==> src/pkg/dtc_pkg.sv <==
// Purpose: Shared constants for the dual timer/counter block
// Assumes: Byte-wide special function register bus
// Notes:   Offsets are byte addresses on that bus
`default_nettype none

package dtc_pkg;

	// ----------------------------------------
	// Register addresses
	// ----------------------------------------
	localparam logic [7:0] ADDR_TCTL = 8'h88;
	localparam logic [7:0] ADDR_TIMER_MODE_REGISTER = 8'h89;
	localparam logic [7:0] ADDR_TL0  = 8'h8A;
	localparam logic [7:0] ADDR_TL1  = 8'h8B;
	localparam logic [7:0] ADDR_TH0  = 8'h8C;
	localparam logic [7:0] ADDR_TH1  = 8'h8D;

	// ----------------------------------------
	// Reset values
	// ----------------------------------------
	localparam logic [7:0] TCTL_RESET  = 8'h00;
	localparam logic [7:0] TIMER_MODE_REGISTER_RESET  = 8'h00;
	localparam logic [7:0] COUNT_RESET = 8'h00;
	localparam logic [7:0] RDATA_IDLE  = 8'h00;

	// ----------------------------------------
	// Control register bit positions
	// ----------------------------------------
	localparam int TCTL_TF1 = 7;
	localparam int TCTL_TR1 = 6;
	localparam int TCTL_TF0 = 5;
	localparam int TCTL_TR0 = 4;
	localparam int TCTL_IE1 = 3;
	localparam int TCTL_IT1 = 2;
	localparam int TCTL_IE0 = 1;
	localparam int TCTL_IT0 = 0;

	// ----------------------------------------
	// Mode register nibbles and fields
	// ----------------------------------------
	localparam int TIMER_MODE_REGISTER_T1   = 4;
	localparam int TIMER_MODE_REGISTER_T0   = 0;
	localparam int FLD_GATE  = 3;
	localparam int FLD_CT    = 2;
	localparam int FLD_MODE  = 0;
	localparam int MODE_W    = 2;

	// ----------------------------------------
	// Pin positions and timing
	// ----------------------------------------
	localparam int PIN_EXT_IRQ0_PIN  = 0;
	localparam int PIN_EXT_IRQ1_PIN  = 1;
	localparam int PIN_CNT0  = 2;
	localparam int PIN_CNT1  = 3;
	localparam int PIN_COUNT = 4;
	localparam int PRESC_BITS = 5;
	localparam logic [3:0] MC_LAST = 4'hB;
	localparam logic [3:0] MC_ZERO = 4'h0;

	typedef enum logic [1:0] {
		DTC_MODE_13BIT  = 2'b00,
		DTC_MODE_16BIT  = 2'b01,
		DTC_MODE_RELOAD = 2'b10,
		DTC_MODE_SPLIT  = 2'b11
	} dtc_mode_e;

endpackage

`default_nettype wire

==> src/dtc_pin_sync.sv <==
// Purpose: Two-flop synchroniser with falling-edge detect per pin
// Assumes: Pins are asynchronous to ref_clk
// Notes:   Edge detect reads only the second stage and beyond
`default_nettype none

module dtc_pin_sync #(
	parameter int WIDTH = dtc_pkg::PIN_COUNT
) (
	input  wire logic             ref_clk,
	input  wire logic             rst_n,
	input  wire logic [WIDTH-1:0] pin_async,
	output logic      [WIDTH-1:0] pin_lvl,
	output logic      [WIDTH-1:0] pin_fall
);
	logic [WIDTH-1:0] meta_q, meta_d;
	logic [WIDTH-1:0] sync_q, sync_d;
	logic [WIDTH-1:0] prev_q, prev_d;

	// Idle high so a pin held low at reset release counts once
	always_comb begin
		meta_d = pin_async;
		sync_d = meta_q;
		prev_d = sync_q;
	end

	always_ff @(posedge ref_clk) begin
		if (!rst_n) begin
			meta_q <= '1;
			sync_q <= '1;
			prev_q <= '1;
		end else begin
			meta_q <= meta_d;
			sync_q <= sync_d;
			prev_q <= prev_d;
		end
	end

	assign pin_lvl  = sync_q;
	assign pin_fall = prev_q & ~sync_q;

endmodule // dtc_pin_sync

`default_nettype wire

==> src/dtc_count_unit.sv <==
// Purpose: One timer built from a low and a high count byte
// Assumes: count_en is a single-cycle pulse per counted event
// Notes:   Software writes win over the increment in the same cycle
`default_nettype none

module dtc_count_unit
	import dtc_pkg::*;
#(
	parameter int PRESC_W = dtc_pkg::PRESC_BITS
) (
	input  wire logic             ref_clk,
	input  wire logic             rst_n,
	input  wire dtc_pkg::dtc_mode_e mode,
	input  wire logic             count_en,
	input  wire logic             wr_low,
	input  wire logic             wr_high,
	input  wire logic [7:0]       wdata,
	output logic      [7:0]       count_low,
	output logic      [7:0]       count_high,
	output logic                  overflow
);
	logic [7:0] low_q, low_d;
	logic [7:0] high_q, high_d;

	always_comb begin
		low_d    = low_q;
		high_d   = high_q;
		overflow = 1'b0;
		if (count_en) begin
			unique case (mode)
				DTC_MODE_13BIT: begin
					// Upper low-byte bits are left alone; software ignores them
					low_d[PRESC_W-1:0] = low_q[PRESC_W-1:0] + 1'b1;
					if (&low_q[PRESC_W-1:0]) begin
						high_d   = high_q + 8'h01;
						overflow = &high_q;
					end
				end
				DTC_MODE_16BIT: begin
					{high_d, low_d} = {high_q, low_q} + 16'h0001;
					overflow = &{high_q, low_q};
				end
				// Reload and split modes are not built here: the count holds
				DTC_MODE_RELOAD, DTC_MODE_SPLIT: begin
					overflow = 1'b0;
				end
			endcase
		end
		if (wr_low) begin
			low_d = wdata;
		end
		if (wr_high) begin
			high_d = wdata;
		end
	end

	always_ff @(posedge ref_clk) begin
		if (!rst_n) begin
			low_q  <= COUNT_RESET;
			high_q <= COUNT_RESET;
		end else begin
			low_q  <= low_d;
			high_q <= high_d;
		end
	end

	assign count_low  = low_q;
	assign count_high = high_q;

endmodule // dtc_count_unit

`default_nettype wire

==> src/dtc_top.sv <==
// Purpose: Two timer/counters with external interrupt request flags
// Assumes: Byte-wide register bus, vector acknowledge pulses from core
// Notes:   Modes 2 and 3 hold the count; only modes 0 and 1 count
`default_nettype none

// Notes on behaviour
// - Timer1 overflow sets bit 7; vector clears
// - Timer0 overflow sets bit 5; vector clears
// - Bit 6 runs or stops timer1
// - Bit 4 runs or stops timer0
// - Bit 3 ext irq1 flag, edge or level
// - Bit 1 ext irq0 flag, edge or level
// - Bit 2 picks ext irq1 edge/level
// - Bit 0 picks ext irq0 edge/level
// - Each timer is two byte registers
// - Mode 0 uses divide-by-32 prescaler
// - Mode 0: high byte plus low five
// - Wrap to zero sets overflow flag
// - Count only if run and gate passes
// - Setting run leaves count untouched
// - Mode 1 is full sixteen-bit count
// - Both timers behave identically
// - Two-bit mode field per timer
// - Counter/timer select picks source
// - Gate bit ties run to pin high
module dtc_top (
	input  wire logic       ref_clk,
	input  wire logic       rst_n,
	input  wire logic [7:0] sfr_addr,
	input  wire logic       sfr_wr,
	input  wire logic       sfr_rd,
	input  wire logic [7:0] sfr_wdata,
	output logic      [7:0] sfr_rdata,
	input  wire logic       vec_ack_ext0,
	input  wire logic       vec_ack_tmr0,
	input  wire logic       vec_ack_ext1,
	input  wire logic       vec_ack_tmr1,
	input  wire logic       ext_irq0_pin,
	input  wire logic       ext_irq1_pin,
	input  wire logic       timer0_count_pin,
	input  wire logic       timer1_count_pin,
	output logic            irq_req_ext0,
	output logic            irq_req_tmr0,
	output logic            irq_req_ext1,
	output logic            irq_req_tmr1
);
	import dtc_pkg::*;

	// ----------------------------------------
	// Helpers
	// ----------------------------------------
	function automatic logic reg_hit(input logic [7:0] addr, input logic [7:0] target);
		return addr == target;
	endfunction

	function automatic logic run_gate(input logic run, input logic gate, input logic pin);
		return run & (~gate | pin);
	endfunction

	function automatic logic count_pulse(input logic ct, input logic tick, input logic fall);
		return ct ? fall : tick;
	endfunction

	// ----------------------------------------
	// State
	// ----------------------------------------
	logic [7:0]           tctl_q, tctl_d;
	logic [7:0]           timer_mode_register_q, timer_mode_register_d;
	logic [3:0]           mc_cnt_q, mc_cnt_d;
	logic [7:0]           rdata_q, rdata_d;
	logic [PIN_COUNT-1:0] pin_lvl;
	logic [PIN_COUNT-1:0] pin_fall;
	logic                 mc_tick;
	logic                 en0, en1;
	logic                 ovf0, ovf1;
	logic                 wr_tl0, wr_th0, wr_tl1, wr_th1;
	logic [7:0]           tl0, th0, tl1, th1;
	dtc_mode_e            mode0, mode1;

	// ----------------------------------------
	// Pin synchronisers
	// ----------------------------------------
	dtc_pin_sync #(
		.WIDTH(PIN_COUNT)
	) u_sync (
		.ref_clk  (ref_clk),
		.rst_n    (rst_n),
		.pin_async({timer1_count_pin, timer0_count_pin, ext_irq1_pin, ext_irq0_pin}),
		.pin_lvl  (pin_lvl),
		.pin_fall (pin_fall)
	);

	// ----------------------------------------
	// Machine cycle divider
	// ----------------------------------------
	assign mc_tick = (mc_cnt_q == MC_LAST);

	always_comb begin
		mc_cnt_d = mc_tick ? MC_ZERO : mc_cnt_q + 4'h1;
	end

	always_ff @(posedge ref_clk) begin
		if (!rst_n) begin
			mc_cnt_q <= MC_ZERO;
		end else begin
			mc_cnt_q <= mc_cnt_d;
		end
	end

	// ----------------------------------------
	// Count enables, same logic for both timers
	// ----------------------------------------
	assign mode0 = dtc_mode_e'(timer_mode_register_q[TIMER_MODE_REGISTER_T0+FLD_MODE +: MODE_W]);
	assign mode1 = dtc_mode_e'(timer_mode_register_q[TIMER_MODE_REGISTER_T1+FLD_MODE +: MODE_W]);

	// Gate on INT pin high, so low pulse widths need the pin inverted off-chip
	assign en0 = run_gate(tctl_q[TCTL_TR0], timer_mode_register_q[TIMER_MODE_REGISTER_T0+FLD_GATE], pin_lvl[PIN_EXT_IRQ0_PIN])
		& count_pulse(timer_mode_register_q[TIMER_MODE_REGISTER_T0+FLD_CT], mc_tick, pin_fall[PIN_CNT0]);
	assign en1 = run_gate(tctl_q[TCTL_TR1], timer_mode_register_q[TIMER_MODE_REGISTER_T1+FLD_GATE], pin_lvl[PIN_EXT_IRQ1_PIN])
		& count_pulse(timer_mode_register_q[TIMER_MODE_REGISTER_T1+FLD_CT], mc_tick, pin_fall[PIN_CNT1]);

	assign wr_tl0 = sfr_wr & reg_hit(sfr_addr, ADDR_TL0);
	assign wr_th0 = sfr_wr & reg_hit(sfr_addr, ADDR_TH0);
	assign wr_tl1 = sfr_wr & reg_hit(sfr_addr, ADDR_TL1);
	assign wr_th1 = sfr_wr & reg_hit(sfr_addr, ADDR_TH1);

	// ----------------------------------------
	// Timers
	// ----------------------------------------
	dtc_count_unit #(
		.PRESC_W(PRESC_BITS)
	) u_tmr0 (
		.ref_clk   (ref_clk),
		.rst_n     (rst_n),
		.mode      (mode0),
		.count_en  (en0),
		.wr_low    (wr_tl0),
		.wr_high   (wr_th0),
		.wdata     (sfr_wdata),
		.count_low (tl0),
		.count_high(th0),
		.overflow  (ovf0)
	);

	dtc_count_unit #(
		.PRESC_W(PRESC_BITS)
	) u_tmr1 (
		.ref_clk   (ref_clk),
		.rst_n     (rst_n),
		.mode      (mode1),
		.count_en  (en1),
		.wr_low    (wr_tl1),
		.wr_high   (wr_th1),
		.wdata     (sfr_wdata),
		.count_low (tl1),
		.count_high(th1),
		.overflow  (ovf1)
	);

	// ----------------------------------------
	// Control and mode registers
	// ----------------------------------------
	always_comb begin
		tctl_d = tctl_q;
		timer_mode_register_d = timer_mode_register_q;
		// Run bits only gate the count, never touch it
		if (sfr_wr && reg_hit(sfr_addr, ADDR_TCTL)) begin
			tctl_d = sfr_wdata;
		end
		if (sfr_wr && reg_hit(sfr_addr, ADDR_TIMER_MODE_REGISTER)) begin
			timer_mode_register_d = sfr_wdata;
		end
		// Clears first, then sets, so a same-cycle event is never lost
		if (vec_ack_tmr1) begin
			tctl_d[TCTL_TF1] = 1'b0;
		end
		if (ovf1) begin
			tctl_d[TCTL_TF1] = 1'b1;
		end
		if (vec_ack_tmr0) begin
			tctl_d[TCTL_TF0] = 1'b0;
		end
		if (ovf0) begin
			tctl_d[TCTL_TF0] = 1'b1;
		end
		if (tctl_q[TCTL_IT1]) begin
			if (vec_ack_ext1) begin
				tctl_d[TCTL_IE1] = 1'b0;
			end
			if (pin_fall[PIN_EXT_IRQ1_PIN]) begin
				tctl_d[TCTL_IE1] = 1'b1;
			end
		end else begin
			tctl_d[TCTL_IE1] = ~pin_lvl[PIN_EXT_IRQ1_PIN];
		end
		if (tctl_q[TCTL_IT0]) begin
			if (vec_ack_ext0) begin
				tctl_d[TCTL_IE0] = 1'b0;
			end
			if (pin_fall[PIN_EXT_IRQ0_PIN]) begin
				tctl_d[TCTL_IE0] = 1'b1;
			end
		end else begin
			tctl_d[TCTL_IE0] = ~pin_lvl[PIN_EXT_IRQ0_PIN];
		end
	end

	always_ff @(posedge ref_clk) begin
		if (!rst_n) begin
			tctl_q <= TCTL_RESET;
			timer_mode_register_q <= TIMER_MODE_REGISTER_RESET;
		end else begin
			tctl_q <= tctl_d;
			timer_mode_register_q <= timer_mode_register_d;
		end
	end

	// ----------------------------------------
	// Read path
	// ----------------------------------------
	always_comb begin
		rdata_d = RDATA_IDLE;
		if (sfr_rd) begin
			case (sfr_addr)
				ADDR_TCTL: rdata_d = tctl_q;
				ADDR_TIMER_MODE_REGISTER: rdata_d = timer_mode_register_q;
				ADDR_TL0:  rdata_d = tl0;
				ADDR_TL1:  rdata_d = tl1;
				ADDR_TH0:  rdata_d = th0;
				ADDR_TH1:  rdata_d = th1;
				default:   rdata_d = RDATA_IDLE;
			endcase
		end
	end

	always_ff @(posedge ref_clk) begin
		if (!rst_n) begin
			rdata_q <= RDATA_IDLE;
		end else begin
			rdata_q <= rdata_d;
		end
	end

	assign sfr_rdata    = rdata_q;
	assign irq_req_tmr1 = tctl_q[TCTL_TF1];
	assign irq_req_tmr0 = tctl_q[TCTL_TF0];
	assign irq_req_ext1 = tctl_q[TCTL_IE1];
	assign irq_req_ext0 = tctl_q[TCTL_IE0];
endmodule // dtc_top

`default_nettype wire

==> config.mk <==
export PLATFORM = sky130hd
export DESIGN_NAME = dtc_top
export DESIGN_NICKNAME = d
export VERILOG_FILES = /design/src/pkg/dtc_pkg.sv /design/src/dtc_pin_sync.sv /design/src/dtc_count_unit.sv /design/src/dtc_top.sv
export SDC_FILE = /design/constraint.sdc
export NUM_CORES = 1
export LEC_CHECK = 0
export BUFFER_PORTS_ARGS = -buffer_cell sky130_fd_sc_hd__buf_4
export CORE_MARGIN = 4
export CORE_UTILIZATION = 50
export DETAILED_ROUTE_END_ITERATION = 8
export PLACE_DENSITY = 0.7
export SYNTH_ARGS = -nofsm -noshare
export SYNTH_HDL_FRONTEND = slang
export SYNTH_SLANG_ARGS = --single-unit
==> constraint.sdc <==
create_clock -name ref_clk -period 4.1 [get_ports ref_clk]
set_input_delay 0.82 -clock ref_clk [delete_from_list [all_inputs] [get_ports ref_clk]]
set_output_delay 0.82 -clock ref_clk [all_outputs]
set_load 0.1 [all_outputs]
==> results.cfg <==
[outcome]
outcome = finished clean

[cells_and_area]
syn_to_final_growth_pct = 12.6
layout.nets = 470
finalInstanceArea_um2 = 4190
antenna_cells = 0
final_util_pct = 57.7
drive_above_1_share_pct = 16.9

[min_path]
worst_hold_path.endpoint = u_sync.pin_lvl[3]
holdPathStages = 1
hp-class = register to register
hold_path.startpoint = u_sync.meta_q[3]

[global_route]
grt_pass1_vias = 3019
grt_usage_pct = 23.2
use_met2_pct = 34.7
grt_start_max_net_pins = 46
grt_pass1_wl_um = 15600
met1_usage_pct = 32.0
grt.overflow.total = 0
grtUsageMet3_pct = 5.05
grt.busiest_layer = met2
antenna_found_initial = 0

[place]
dpl_cell_area_um2 = 4030
io_buffer_count = 39
place_hpwl_um = 6920
gp_congestion = 0.900

[synth]
synth_mux_area_share_pct = 10.8
synth_top_area_share_pct = 38.8
yosys-top-cells-area = dfxtp_1, mux2i_1, mux4_2
syn_avg_cell_area_um2 = 9.22
synthCells = 403
yosysTopAreaCell = dfxtp_1
syn_nets = 438
yosys_warnings = 0
seq_area_frac_synth_pct = 38.8
synth-adder-area-share_pct = 2.36
netlist_area_um2 = 3720
yosys.area_share.simple_pct = 23.9
synth-async-reset-ratio_pct = 0
synth_top_family_by_area = simple AND/OR/NAND/NOR gates
synth_compound_area_share_pct = 14.7
synth_edf_count = 0
ys_types = 58
synth_xor_area_share_pct = 6.13
synth_most_common_cell = dfxtp_1
ys_ff_latch = 72
ys_top_cells_by_count = dfxtp_1, nand2_1, nor2_1
dominantRegCellSynth = dfxtp_1

[critical_path]
required_ns = 4.32
cp-end-kind = register
rr_startpoint = u_tmr1.count_low[0]
cp-start-kind = primary input
worstSetupPathType = primary input to register
cp_cell_sequence = buf_4 -> or4b_4 -> nor2_4 -> nand4b_1 -> o21ai_0 -> a21oi_1
cp_top_family = simple AND/OR/NAND/NOR gates
r2r_cells = 9
cp.buffers_inverters = 1
cp_slowest_cell = or4b_4
critPathMaxStageDelay_ns = 0.57
rrSetupSlack_ns = 1.81
cp.depth = 6
cp.arrival_ns = 2.78
reg2reg_to = u_tmr1.count_high[4]
worstPathMaxFanout = 16

[sta]
hold_violations = 0
skew_ns = 0.00766
tns_ns = 0
fmaxAchievable_mhz = 390
period_needed_ns = 2.57
rsz0062_at_grt = false
relSlewSlack_pct = 56.3
setup_viol = 0
worst_pin_slew_ns = 0.654
slew_violations = 0
fin_crit_sh_pct = 62.6

[die]
start_util_pct = 51.2
fp-row-count = 31
die_w_um = 94.2
die_y_um = 94.2
die_area_um2 = 8880
floorplan.core_area_um2 = 7250
ioPinCount = 40

[clock_tree]
tritoncts = done
cts_max_level = 3
cts_root_buffer = clkbuf_8
cts_resized = 0
cts_hold_buffers = 0
cts.sinks = 72
post_cts_buffers = 0
worstSkewPairLatency_ns = 0.35
clock_path_buffers = 2
numCtsBuffers = 9
clk_pin_slew_ns = 0.07

[route]
initialDrtViolationCount = 253
wl_per_cell_um = 17.7
totalWireLength_um = 9540
vias_per_cell = 6.00
first_pass_iters = 6
ant_nets = 0
drc = 0
vias = 3229

[run]
max-cap-violations = 0

[pwr]
finalPower_w = 0.00129
p_leak_nw = 1.52
worst_ir_drop_vdd_uv = 220
power.density_nw_per_um2 = 309
sequential cells by signal, summed over array words and instances (netlist names), 8 cells and up:
| name | count |
|---|---|
| sfr_rdata | 8 |
| timer_mode_register_q | 8 |
| tctl_q | 8 |
| u_tmr0.count_low | 8 |
| u_tmr0.count_high | 8 |
| u_tmr1.count_low | 8 |
| u_tmr1.count_high | 8 |
final cells by class:
type / count / area (um2)
sequential: 72 / 1440
fill: 666 / 3070
clock inverter: 4 / 22.5
clock buffer: 11 / 131
inverter: 6 / 22.5
timing repair buffer: 39 / 293
multi-input combinational: 307 / 2150
tap: 99 / 124
metal layers:
layer  wire (um)  vias to the layer above
li1            -                     1540
met1        4370                     1538
met2        4250                      131
met3         653                       20
met4         270                        0
met5           0                        -
worst register-to-register path: cells and delay by family, from the launching register on:
kind,cells,cell delay (ns)
AO/OA/AOI/OAI,2,0.31
adder cells (fa/ha/maj),2,0.39
flip-flops,1,0.42
multiplexers,1,0.21
AND/OR/NAND/NOR,4,0.84
power breakdown:
| part | switching [W] | internal (W) |
|---|---|---|
| Combinational | 0.0000532 | 0.0000386 |
| Clock | 0.000262 | 0.000213 |
| Sequential | 0.0000137 | 0.000713 |
worst max path at each step:
stage | start | end | slack, ns
2_1_floorplan | sfr_addr[5] | tctl_q[5] | 1.82
3_3_place_gp | sfr_addr[5] | u_tmr0.count_low[7] | 1.27
3_5_place_dp | sfr_addr[5] | u_tmr0.count_low[3] | 1.23
4_1_cts | sfr_addr[5] | u_tmr0.count_low[3] | 1.59
5_1_grt | sfr_addr[5] | u_tmr0.count_low[6] | 1.34
6_report | sfr_addr[5] | u_tmr0.count_low[5] | 1.53
cell usage in the layout, fill, tap and decap left out, types with 2 or more instances in the layout:
cell type	n
dfxtp_1	72
nand2_1	39
buf_4	39
nor2_1	35
a21oi_1	24
mux2i_1	22
nand2b_1	18
xnor2_1	16
o21ai_0	15
nand3_1	11
nand4_1	11
xor2_1	10
a211oi_1	9
clkbuf_8	9
mux4_2	8
a22oi_1	8
nor3_1	7
ha_1	7
o22ai_1	6
and3_1	5
and4_1	5
nor2b_1	5
inv_1	5
nand3b_1	3
or2_2	3
o221ai_1	3
a31oi_1	3
clkinv_2	3
a21o_1	2
nand4b_1	2
o211ai_1	2
nor3b_1	2
a311oi_1	2
a2111oi_0	2
o21a_1	2
clkbuf_1	2
stage by stage:
stage	hold slack (ns)	setup WS, ns	instances
after global placement	0.391	1.27	523
after detailed placement	0.397	1.23	523
final	0.406	1.53	538
after global routing	0.426	1.34	538
after floorplan	0.386	1.82	403
after CTS	0.408	1.59	538
logic make-up after synthesis:
kind of cell             Yosys count
AND/OR/NAND/NOR                  160
buffers and inverters             24
flip-flops                        72
multiplexers                      30
AO/OA/AOI/OAI                     84
adder cells (fa/ha/maj)            7
XOR/XNOR                          26
Power figures use the tool's default switching activity.
